===== src/design/ldd_pkg.sv =====
// Shared constants for the serial display link receiver and its transmitter
package ldd_pkg;

  // ****************************************************************
  // Link geometry
  // ****************************************************************
  localparam int LDD_LANES_FULL    = 4;
  localparam int LDD_LANES_REDUCED = 3;
  localparam int LDD_SLOTS         = 7;
  localparam int LDD_SLOT_W        = 3;

  // ****************************************************************
  // Transmitter bit timing: bit length in core clock cycles, link clock high time in slots
  // ****************************************************************
  localparam int LDD_BIT_CYCLES     = 4;
  localparam int LDD_BIT_W          = 3;
  localparam int LDD_CLK_HIGH_SLOTS = 4;

  // ****************************************************************
  // Receiver period tracking
  // ****************************************************************
  localparam int                LDD_CNT_W       = 8;
  localparam int                LDD_THR_W       = 12;
  localparam int                LDD_MATCH_W     = 4;
  localparam logic [11:0]       LDD_SLOT_STEP   = 12'h00E;
  localparam logic [7:0]        LDD_CNT_MAX     = 8'hFF;
  localparam int                LDD_LOCK_MATCHES = 4;

  // ****************************************************************
  // Timing figures
  // ****************************************************************
  localparam int LDD_CORE_CLK_HZ   = 40000000;
  localparam int LDD_SLEEP_DELAY_NS = 1000;
  localparam int LDD_SLEEP_DELAY_CYC = (LDD_SLEEP_DELAY_NS * (LDD_CORE_CLK_HZ / 1000000)) / 1000;
  localparam int LDD_LOCK_TIME_MS  = 10;
  localparam int LDD_LOCK_TIME_CYC = LDD_LOCK_TIME_MS * (LDD_CORE_CLK_HZ / 1000);

  // ****************************************************************
  // Recommended word layout, full width variant
  // ****************************************************************
  localparam int LDD_RED_LSB   = 0;
  localparam int LDD_GREEN_LSB = 8;
  localparam int LDD_BLUE_LSB  = 16;
  localparam int LDD_LINE_POS  = 24;
  localparam int LDD_FRAME_POS = 25;
  localparam int LDD_VALID_POS = 26;
  localparam int LDD_SPARE_POS = 27;

  // ****************************************************************
  // Recommended word layout, reduced variant
  // ****************************************************************
  localparam int LDD_R_RED_LSB   = 0;
  localparam int LDD_R_GREEN_LSB = 6;
  localparam int LDD_R_BLUE_LSB  = 12;
  localparam int LDD_R_LINE_POS  = 18;
  localparam int LDD_R_FRAME_POS = 19;
  localparam int LDD_R_VALID_POS = 20;

  // ****************************************************************
  // States
  // ****************************************************************
  typedef enum logic [2:0] {
    LDD_RX_SLEEP = 3'b001,
    LDD_RX_HUNT  = 3'b010,
    LDD_RX_TRACK = 3'b100
  } ldd_rx_state_type;

  typedef enum logic [1:0] {
    LDD_TX_IDLE = 2'b01,
    LDD_TX_SEND = 2'b10
  } ldd_tx_state_type;

endpackage


===== src/design/ldd_link_if.sv =====
// Serial link wires between transmitter and receiver
interface ldd_link_if #(
  parameter int LANES = 4
);
  logic             link_clock_in;
  logic [LANES-1:0] serial_lane_in;

  modport tx (
    output link_clock_in,
    output serial_lane_in
  );

  modport rx (
    input link_clock_in,
    input serial_lane_in
  );
endinterface


===== src/design/ldd_rx_end.sv =====
// Deserializing receiver end: recovers the parallel word and the pixel clock
//
// How it works
// - Sample seven evenly spaced bits per link period
// - Four data lanes share one link clock
// - Present 28-bit word every link period
// - Pixel clock out; data captured on falling edge
// - Pixel clock period bounded by link clock rate
// - Sleep input low forces all outputs low
// - Outputs reach low within one microsecond of sleep
// - Lock to link clock; outputs invalid until locked
// - Word field mapping agreed between both ends
// - Reduced variant: three lanes, 21-bit word
module ldd_rx_end
  import ldd_pkg::*;
#(
  parameter int LANES        = LDD_LANES_FULL,
  parameter int LOCK_MATCHES = LDD_LOCK_MATCHES
) (
  input  wire logic                       core_clk,
  input  wire logic                       reset_n,
  ldd_link_if.rx                          link,
  input  wire logic                       sleep_n,
  output logic [LDD_SLOTS*LANES-1:0]      parallel_word_out,
  output logic                            pixel_clock_out,
  output logic                            link_locked
);

  localparam int WORD_W = LDD_SLOTS * LANES;

  // ****************************************************************
  // Input synchronisers
  // ****************************************************************
  // Clock and lanes pass the same two stages, so the lane sample taken in
  // a given cycle lines up with the clock edge seen in that cycle
  logic             lclk_s1_q;
  logic             lclk_s2_q;
  logic             lclk_s3_q;
  logic [LANES-1:0] lane_s1_q;
  logic [LANES-1:0] lane_s2_q;
  logic             sleep_s1_q;
  logic             sleep_s2_q;

  always_ff @(posedge core_clk) begin
    if (!reset_n) begin
      lclk_s1_q  <= 1'b0;
      lclk_s2_q  <= 1'b0;
      lclk_s3_q  <= 1'b0;
      lane_s1_q  <= '0;
      lane_s2_q  <= '0;
      sleep_s1_q <= 1'b0;
      sleep_s2_q <= 1'b0;
    end else begin
      lclk_s1_q  <= link.link_clock_in;
      lclk_s2_q  <= lclk_s1_q;
      lclk_s3_q  <= lclk_s2_q;
      lane_s1_q  <= link.serial_lane_in;
      lane_s2_q  <= lane_s1_q;
      sleep_s1_q <= sleep_n;
      sleep_s2_q <= sleep_s1_q;
    end
  end

  // ****************************************************************
  // Period tracking and slot sampling state
  // ****************************************************************
  ldd_rx_state_type        state_q, state_d;
  logic [LDD_CNT_W-1:0]    cnt_q, cnt_d;
  logic [LDD_CNT_W-1:0]    period_q, period_d;
  logic [LDD_MATCH_W-1:0]  match_q, match_d;
  logic [LDD_THR_W-1:0]    thr_q, thr_d;
  logic [LDD_SLOT_W-1:0]   slot_q, slot_d;
  logic [WORD_W-1:0]       samp_q, samp_d;
  logic [WORD_W-1:0]       word_q, word_d;
  logic                    pclk_q, pclk_d;
  logic [LDD_CNT_W-1:0]    hi_q, hi_d;
  logic                    locked_q, locked_d;

  logic                    rise;
  logic                    hit;
  logic [LDD_THR_W-1:0]    phase;

  // Two period measurements agree when they differ by at most one cycle,
  // which absorbs the sampling jitter of an asynchronous link clock
  function automatic logic near(input logic [LDD_CNT_W-1:0] a, input logic [LDD_CNT_W-1:0] b);
    logic [LDD_CNT_W-1:0] diff;
    diff = (a > b) ? (a - b) : (b - a);
    return diff <= LDD_CNT_W'(1);
  endfunction

  // Slot k is taken once 14*c reaches (2k+1)*P - 7. The synchronised sample
  // trails the pin by up to a cycle, so aiming half a cycle before the centre
  // keeps slot 6 ahead of the next rise when the period is short
  assign rise  = lclk_s2_q & ~lclk_s3_q;
  assign phase = LDD_THR_W'(cnt_q) * LDD_SLOT_STEP;
  assign hit   = (slot_q < LDD_SLOT_W'(LDD_SLOTS)) && (phase >= thr_q);

  // ****************************************************************
  // Next state
  // ****************************************************************
  always_comb begin
    state_d  = state_q;
    cnt_d    = (cnt_q == LDD_CNT_MAX) ? cnt_q : cnt_q + 1'b1;
    period_d = period_q;
    match_d  = match_q;
    thr_d    = thr_q;
    slot_d   = slot_q;
    samp_d   = samp_q;
    word_d   = word_q;
    pclk_d   = pclk_q;
    hi_d     = hi_q;
    locked_d = locked_q;

    // Pixel clock stays high for half the measured period plus one cycle
    if (pclk_q) begin
      if (hi_q == '0) begin
        pclk_d = 1'b0;
      end else begin
        hi_d = hi_q - 1'b1;
      end
    end

    case (state_q)
      LDD_RX_SLEEP: begin
        word_d   = '0;
        pclk_d   = 1'b0;
        locked_d = 1'b0;
        match_d  = '0;
        slot_d   = LDD_SLOT_W'(LDD_SLOTS);
        if (sleep_s2_q) begin
          state_d = LDD_RX_HUNT;
        end
      end
      LDD_RX_HUNT, LDD_RX_TRACK: begin
        if (!sleep_s2_q) begin
          state_d  = LDD_RX_SLEEP;
          word_d   = '0;
          pclk_d   = 1'b0;
          locked_d = 1'b0;
        end else if (rise) begin
          period_d = cnt_q;
          cnt_d    = LDD_CNT_W'(1);
          thr_d    = (cnt_q > LDD_CNT_W'(LDD_SLOTS)) ? LDD_THR_W'(cnt_q) - LDD_THR_W'(LDD_SLOTS) : '0;
          slot_d   = '0;
          if (near(cnt_q, period_q)) begin
            match_d = (match_q == '1) ? match_q : match_q + 1'b1;
            if (state_q == LDD_RX_HUNT && int'(match_q) + 1 >= LOCK_MATCHES) begin
              state_d  = LDD_RX_TRACK;
              locked_d = 1'b1;
            end
          end else begin
            match_d = '0;
            if (state_q == LDD_RX_TRACK) begin
              state_d  = LDD_RX_HUNT;
              locked_d = 1'b0;
              word_d   = '0;
              pclk_d   = 1'b0;
            end
          end
        end else if (cnt_q == LDD_CNT_MAX) begin
          // Link clock stopped: drop lock until a steady clock returns
          state_d  = LDD_RX_HUNT;
          locked_d = 1'b0;
          match_d  = '0;
          slot_d   = LDD_SLOT_W'(LDD_SLOTS);
          word_d   = '0;
          pclk_d   = 1'b0;
        end else if (hit) begin
          for (int l = 0; l < LANES; l++) begin
            samp_d[l*LDD_SLOTS + int'(slot_q)] = lane_s2_q[l];
          end
          slot_d = slot_q + 1'b1;
          thr_d  = thr_q + LDD_THR_W'({period_q, 1'b0});
          if (slot_q == LDD_SLOT_W'(LDD_SLOTS - 1) && state_q == LDD_RX_TRACK) begin
            word_d = samp_d;
            pclk_d = 1'b1;
            hi_d   = period_q >> 1;
          end
        end
      end
      default: begin
        state_d  = LDD_RX_SLEEP;
        word_d   = '0;
        pclk_d   = 1'b0;
        locked_d = 1'b0;
      end
    endcase
  end

  // ****************************************************************
  // State registers
  // ****************************************************************
  always_ff @(posedge core_clk) begin
    if (!reset_n) begin
      state_q  <= LDD_RX_SLEEP;
      cnt_q    <= '0;
      period_q <= '0;
      match_q  <= '0;
      thr_q    <= '0;
      slot_q   <= LDD_SLOT_W'(LDD_SLOTS);
      samp_q   <= '0;
      word_q   <= '0;
      pclk_q   <= 1'b0;
      hi_q     <= '0;
      locked_q <= 1'b0;
    end else begin
      state_q  <= state_d;
      cnt_q    <= cnt_d;
      period_q <= period_d;
      match_q  <= match_d;
      thr_q    <= thr_d;
      slot_q   <= slot_d;
      samp_q   <= samp_d;
      word_q   <= word_d;
      pclk_q   <= pclk_d;
      hi_q     <= hi_d;
      locked_q <= locked_d;
    end
  end

  // ****************************************************************
  // Outputs
  // ****************************************************************
  // While locked, the word changes only with the pixel clock's rising edge, so it is stable
  // for a full period around the falling edge the consumer strobes on
  assign parallel_word_out = word_q;
  assign pixel_clock_out   = pclk_q;
  assign link_locked       = locked_q;

endmodule


===== src/flat_wrapper.sv =====
// flat-port wrapper written by rule: the top's interface ports become plain ports
module ldd_rx_end_flat import ldd_pkg::*;
#(
  parameter int LANES        = LDD_LANES_FULL,
  parameter int LOCK_MATCHES = LDD_LOCK_MATCHES
)
  (core_clk, reset_n, sleep_n, parallel_word_out, pixel_clock_out, link_locked, link_link_clock_in, link_serial_lane_in);
  ldd_link_if #(.LANES(LANES)) link_i ();
  input  wire logic core_clk;
  input  wire logic reset_n;
  input  wire logic sleep_n;
  output logic [LDD_SLOTS*LANES-1:0] parallel_word_out;
  output logic pixel_clock_out;
  output logic link_locked;
  input wire logic [$bits(link_i.link_clock_in)-1:0] link_link_clock_in;
  input wire logic [$bits(link_i.serial_lane_in)-1:0] link_serial_lane_in;
  assign link_i.link_clock_in = link_link_clock_in;
  assign link_i.serial_lane_in = link_serial_lane_in;
  ldd_rx_end #(.LANES(LANES), .LOCK_MATCHES(LOCK_MATCHES)) u_core (.core_clk(core_clk), .reset_n(reset_n), .link(link_i), .sleep_n(sleep_n), .parallel_word_out(parallel_word_out), .pixel_clock_out(pixel_clock_out), .link_locked(link_locked));
endmodule

===== config.mk =====
export PLATFORM = sky130hd
export DESIGN_NAME = ldd_rx_end_flat
export DESIGN_NICKNAME = d
export VERILOG_FILES = /design/src/design/ldd_pkg.sv /design/src/design/ldd_link_if.sv /design/src/design/ldd_rx_end.sv /design/src/flat_wrapper.sv
export SDC_FILE = /design/constraint.sdc
export NUM_CORES = 1
export LEC_CHECK = 0
export ABC_CLOCK_PERIOD_IN_PS = 12320
export BUFFER_PORTS_ARGS = -buffer_cell sky130_fd_sc_hd__buf_2
export CAP_MARGIN = 20
export CORE_MARGIN = 3
export CORE_UTILIZATION = 45
export CTS_CLUSTER_DIAMETER = 30
export DETAILED_ROUTE_END_ITERATION = 6
export HOLD_SLACK_MARGIN = 0.03
export PLACE_DENSITY = 0.64
export REMOVE_ABC_BUFFERS = 1
export SLEW_MARGIN = 20
export SYNTH_ARGS = -nofsm -noshare
export SYNTH_HDL_FRONTEND = slang
export SYNTH_SLANG_ARGS = --single-unit

===== constraint.sdc =====
create_clock -name core_clk -period 12.32 [get_ports core_clk]
set_input_delay 1.232 -clock core_clk [delete_from_list [all_inputs] [get_ports core_clk]]
set_output_delay 1.232 -clock core_clk [all_outputs]
set_load 0.1 [all_outputs]

# Yosys cells after proc, flatten, opt, wreduce, memory -nomap -nowiden

Index checks and enable logic that the tools add are counted.

Flip-flop bits (word level): 117
Input bits: 8
Output and inout bits: 30
Logic and storage cells: 158

Add/sub/neg operators: 12
Multiply operators: 1
Order comparisons: 14
Equal/unequal tests: 19
Muxes and demuxes: 67
Bitwise gates (word level): 4
Reductions and logical operators: 23

Operators by type and width:

| operator                                                           | number |
|---|---|
| 2-to-1 mux 28 bit                                                  | 6 |
| bitwise mux 28 bit                                                 | 4 |
| 2-to-1 mux 8 bit                                                   | 13 |
| greater-or-equal comparator 32 x 1 -> 1 bit, second input constant | 3 |
| < comparator 32 x 7 -> 1 bit, second input constant                | 3 |
| 2-to-1 mux 12 bit                                                  | 4 |
| 2-to-1 mux 3 bit                                                   | 11 |
| greater-or-equal comparator 32 x 4 -> 1 bit, second input constant | 1 |
| 2-to-1 mux 4 bit                                                   | 5 |
| 2-to-1 mux 1 bit                                                   | 17 |
| AND reduction 4 bit                                                | 4 |
| subtractor 8 bit                                                   | 2 |
| demux 1 bit (select 5 bit)                                         | 3 |
| adder 12 x 9 -> 12 bit                                             | 1 |
| greater-or-equal comparator 12 bit                                 | 1 |
| case mux 3 bit (2 select lines)                                    | 2 |
| AND reduction 3 bit                                                | 4 |
| multiplier 8 x 3 -> 11 bit, second input constant                  | 1 |
| != test 5 bit, second input constant                               | 2 |
| subtractor 8 x 3 -> 9 bit, second input constant                   | 1 |
| adder 8 x 1 -> 8 bit, second input constant                        | 1 |
| == test 8 bit, second input constant                               | 1 |
| > comparator 8 x 3 -> 1 bit, second input constant                 | 1 |
| > comparator 8 bit                                                 | 1 |
| 31 further kinds                                                   | 48 |

# Longest topological paths before layout

Word-level depth: 12
Gate-level depth with buffers: 22
Depth with buffers taken out: 20

# Worst setup path before layout

Ideal clock, no wire load.

Path kind: register to register
Start point: register u_core.cnt_q[3]
End point: register u_core.word_q[10], in the netlist u_core.parallel_word_out[10]
Setup time: 0.068 ns
Data arrival time: 4.141 ns
Data required time: 12.252 ns
Slack: 8.110 ns
Stages on the path, launching flop included: 20
Buffers on the path: 1
Clock period less this slack: 4.210 ns
Path through: dfxtp_1 fa_1 ha_1 a21o_1 a21oi_1 o21ai_0 a21oi_1 o21ai_0 a21oi_1 xnor2_1 ha_1 a21o_1 a21oi_1 nand2_1 a2bb2oi_1 and3_1 o21ai_1 buf_2 a32oi_1 nor2_1

Word-level cells in the longest chain between the ends: 5
Elaborated cells between the ends (all ways): 15
Those cells by class: add/sub (2); mul (1); order compare (3); eq/ne (2); mux (3); reduce/logical (4)

RTL lines:

| element                                                                      | RTL line                           | RTL |
|---|---|---|
| start: declaration                                                           | ldd_rx_end.sv:68                   | `logic [LDD_CNT_W-1:0] cnt_q, cnt_d;` |
| start signal: assignment                                                     | ldd_rx_end.sv:208                  | `cnt_q <= cnt_d;` |
| multiplier 8 x 3 -> 11 bit, or another cell as far along                     | ldd_rx_end.sv:95                   | `assign phase = LDD_THR_W'(cnt_q) * LDD_SLOT_STEP;` |
| greater-or-equal comparator 12 bit or 2-to-1 mux 8 bit (tied branches)       | ldd_rx_end.sv:96, ldd_rx_end.sv:87 |  |
| logical AND 1 bit or less-or-equal comparator 8 x 1 -> 1 bit (tied branches) | ldd_rx_end.sv:96, ldd_rx_end.sv:88 |  |
| nonzero test 3 bit (no line) or != test 2 bit (tied branches)                | --                                 |  |
| AND reduction 4 bit (no line)                                                | --                                 |  |
| end signal: assignment                                                       | ldd_rx_end.sv:214                  | `word_q <= word_d;` |
| end: declaration                                                             | ldd_rx_end.sv:74                   | `logic [WORD_W-1:0] word_q, word_d;` |

Several ways; a longest one is shown, not always the timed one.
A chain may end at the register's enable or synchronous reset.

# Worst setup path after layout

Start point: register u_core.cnt_q[3]
End point: register u_core.pclk_q, in the netlist u_core.pixel_clock_out

Word-level cells in the longest chain between the ends: 6
Elaborated cells between the ends (all ways): 13
Those cells by class: add/sub (2); mul (1); order compare (3); eq/ne (1); mux (5); reduce/logical (1)

RTL lines:

| element                            | RTL line          | RTL |
|---|---|---|
| multiplier 8 x 3 -> 11 bit         | ldd_rx_end.sv:95  |  |
| greater-or-equal comparator 12 bit | ldd_rx_end.sv:96  | `assign hit = (slot_q < LDD_SLOT_W'(LDD_SLOTS)) && (phase >= thr_q);` |
| logical AND 1 bit                  | ldd_rx_end.sv:96  |  |
| 2-to-1 mux 1 bit                   | ldd_rx_end.sv:168 | `end else if (hit) begin` |
| 2-to-1 mux 1 bit                   | ldd_rx_end.sv:160 | `end else if (cnt_q == LDD_CNT_MAX) begin` |
| 2-to-1 mux 1 bit *                 | ldd_rx_end.sv:140 | `end else if (rise) begin` |
| end signal: assignment             | ldd_rx_end.sv:215 | `pclk_q <= pclk_d;` |
| end: declaration                   | ldd_rx_end.sv:75  | `logic pclk_q, pclk_d;` |

Every way passes the cells marked *; elsewhere a longest branch is shown, timed or not.

==> run metrics <==
Syn Inst Count 934; post-DR vias/cell around 5.5; min-delay src u_core.lclk_s1_q; CTS Buf Count 17; hold endpoint u_core.lclk_s2_q; Core Region ~17000 sq um; Critical Path AT 5.13 ns; Pwr Density 117 nW/um^2; crit-path cells fa_1 -> ha_1 -> a21o_1 -> a21oi_1 -> o21ai_0 -> a21oi_1 -> o21ai_0 -> a21oi_1 -> xnor2_1 -> ha_1 -> a21o_1 -> a21oi_1 -> nand2_1 -> a2bb2oi_1 -> and3_1 -> and2_2 -> o21ai_1 -> a211oi_2; CTS H-tree depth 4; Hold Path Class register to register; Slew Limit Headroom between 30% and 40%; Reg2Reg Setup Slack about 7.5 ns; status finished clean; Total Routing Usage GR between 20 and 25%; initial antenna violation count 0; share of cells above drive strength 1 ~11%; setup repair bufs after CTS 0; Port Buf Inserts 37; asr flop ratio synth 0%; share of the synthesized area in the top cell type ~30%; Worst Path Required ~13 ns; Max Cap Viol 0; Longest Clk Path Bufs 2; Comb pwr share 11.3%; Ant. Diodes 0; DRT antenna net count 0; DP Cell Count 1145; clock power share 49.8%; Sw Pwr around 0.00028 W; Final period util about two fifths; Critical Path Most Common Cell a21oi_1; final setup vio count 0; DR iter-0 viols around 420; CTS resizes 0; die area around 19000 sq um; clock sink count ~120; LEAKAGE approximately 3.7 nW; Critical R2R Capture u_core.pixel_clock_out; Area contributors post-synth dfxtp_1, ha_1, mux2i_1, nand2_1, nor2_1; WL final 19000 um; switch share roughly 28%; most common cell in the netlist dfxtp_1; Area Overhead vs Synth 10.8%; internal power 0.000729 W; RSZ-0062 raised after global routing false; Synth Flop Type dfxtp_1; slowest cell on the critical path dfxtp_1; most frequent cells after synthesis dfxtp_1, nand2_1, nor2_1; pin count of the biggest net entering global routing between 80 and 90; R2R Path Start u_core.cnt_q[3]; number of flops mapped to enable cells by yosys 0; crit-path max cell delay approximately 0.61 ns; Reg power frac between 30% and 40%; FMAX 0.209 GHz; nets 1032; Ports 38; final std cells w/o fill between 1000 and 1500; WHS 0.431 ns; grt ovf 0; Synth Area per Inst around 8.4 sq um; GPL Wtd Cong 0.841; crit end category register; vias in the first global route 6135; clock slew at reported path FFs 0.06 ns; die height roughly 140 um; Yosys warning count 0; TritonRoute pass-1 iters 6; HPWL Detailed approximately 13000 um; clock latency on the worst-skew pair 0.43 ns; CP bufs+invs 0; sequential share of the synthesized area between 20% and 30%; drc violations 0; #FFs+latches synth around 120; vias after detailed routing roughly 6500; final hold vios 0; fin crit period approximately 4.8 ns; die width roughly 140 um; CTS tree built; first-pass GRT wire length approximately 31000 um; WL/cell 16.2 um; Starting Density roughly 47%; delay-heaviest family, CP compound AO/OA/AOI/OAI gates; most area-hungry cell type in the Yosys netlist dfxtp_1; Worst Path Max Fanout 28; Cell Area, Synth 7840 sq um; actual slew at the worst max-slew pin 0.915 ns; worst hold stages 1; worst reg2reg path depth 18; setup TNS 0 ns; CP Launch Point u_core.cnt_q[3]; VDD IR-drop max 0.000102 V; row cnt 47; Distinct cells, synth 70; cts hold-fix bufs 0; startpoint types register; root buffer cell clkbuf_16; WS Path Type register to register; fin. max-slew vios 0; Final Skew around 0.0085 ns
[per-stage QoR]
step	area [sq um]	power, W	setup WS [ns]	utilization, %
after global routing	8690	0.00105	7.10	51.7
after CTS	8690	0.00102	7.15	51.7
after global placement	8080	0.000513	7.41	48.1
final	8690	0.00101	7.53	51.7
after floorplan	7590	0.000481	7.52	-
after detailed placement	8090	0.000514	7.20	48.1
[worst max path at each step]
stage | endpoint | slack (ns) | cells past startpoint
floorplan | u_core.hi_q[0] | 7.52 | 17
global placement | u_core.pixel_clock_out | 7.41 | 18
detailed placement | u_core.pixel_clock_out | 7.20 | 18
CTS | u_core.pixel_clock_out | 7.15 | 18
global route | u_core.hi_q[4] | 7.10 | 19
finish | u_core.pixel_clock_out | 7.53 | 18
[layer usage]
metal / wire, um / GRT usage, % / vias up
met2: 7970 / 29.9 / 132
met1: 9940 / 30.8 / 3035
met4: 292 / 6.20 / 0
met5: 0 / 0 / -
met3: 823 / 4.14 / 23
li1: - / - / 3306
[cell families after synthesis]
logic type      Yosys count  share of synthesized area [%]
simple gates            322                           20.0
compound gates          211                           18.8
flops                   117                           29.9
buf+inv                 112                           6.16
fa+ha+maj                80                           13.8
mux                      58                           7.52
xor+xnor                 34                           3.80
[flip-flops by register name (all words and copies together), names as in the netlist, 3 cells and up]
signal                    cells
u_core.period_q               8
u_core.thr_q                 12
u_core.lane_s1_q              4
u_core.slot_q                 3
u_core.lane_s2_q              4
u_core.cnt_q                  8
u_core.match_q                4
u_core.state_q                3
u_core.samp_q                28
u_core.parallel_word_out     28
u_core.hi_q                   8
[cell type report]
class	count	area, sq um
clock buffers	17	425
clock inverters	15	170
fillers	1623	8130
inverters	62	233
multi-input cells	705	5030
flip-flops and latches	117	2340
well taps	220	275
repair buffers	41	215
[power groups by stage]
stage / Combinational (W) / Sequential [W] / Clock [W]
after floorplan: 0.0000824 / 0.000398 / 0
after global placement: 0.000112 / 0.000401 / 0
after detailed placement: 0.000113 / 0.000401 / 0
after CTS: 0.000114 / 0.000393 / 0.000511
after global routing: 0.000128 / 0.000394 / 0.000529
final: 0.000115 / 0.000393 / 0.000504
[cell usage in the layout, fill, tap and decap left out, drive strengths merged, types with 4 or more instances in the layout]
cell type	count
dfxtp	117
nand2	99
nor2	86
ha	69
inv	67
a21oi	53
mux2i	51
buf	41
nor2b	37
o21ai	33
xnor2	27
a32oi	27
nand3	27
and2	18
clkbuf	17
a21boi	15
and3	14
fa	11
o211ai	10
nor3	10
a31oi	9
o211a	9
nand4	8
o311ai	8
a31o	8
xor2	7
mux2	7
a21o	6
a211oi	6
clkinv	6
nand2b	5
a221oi	4
or3	4
nor4	4
Power figures use the tool's default switching activity.
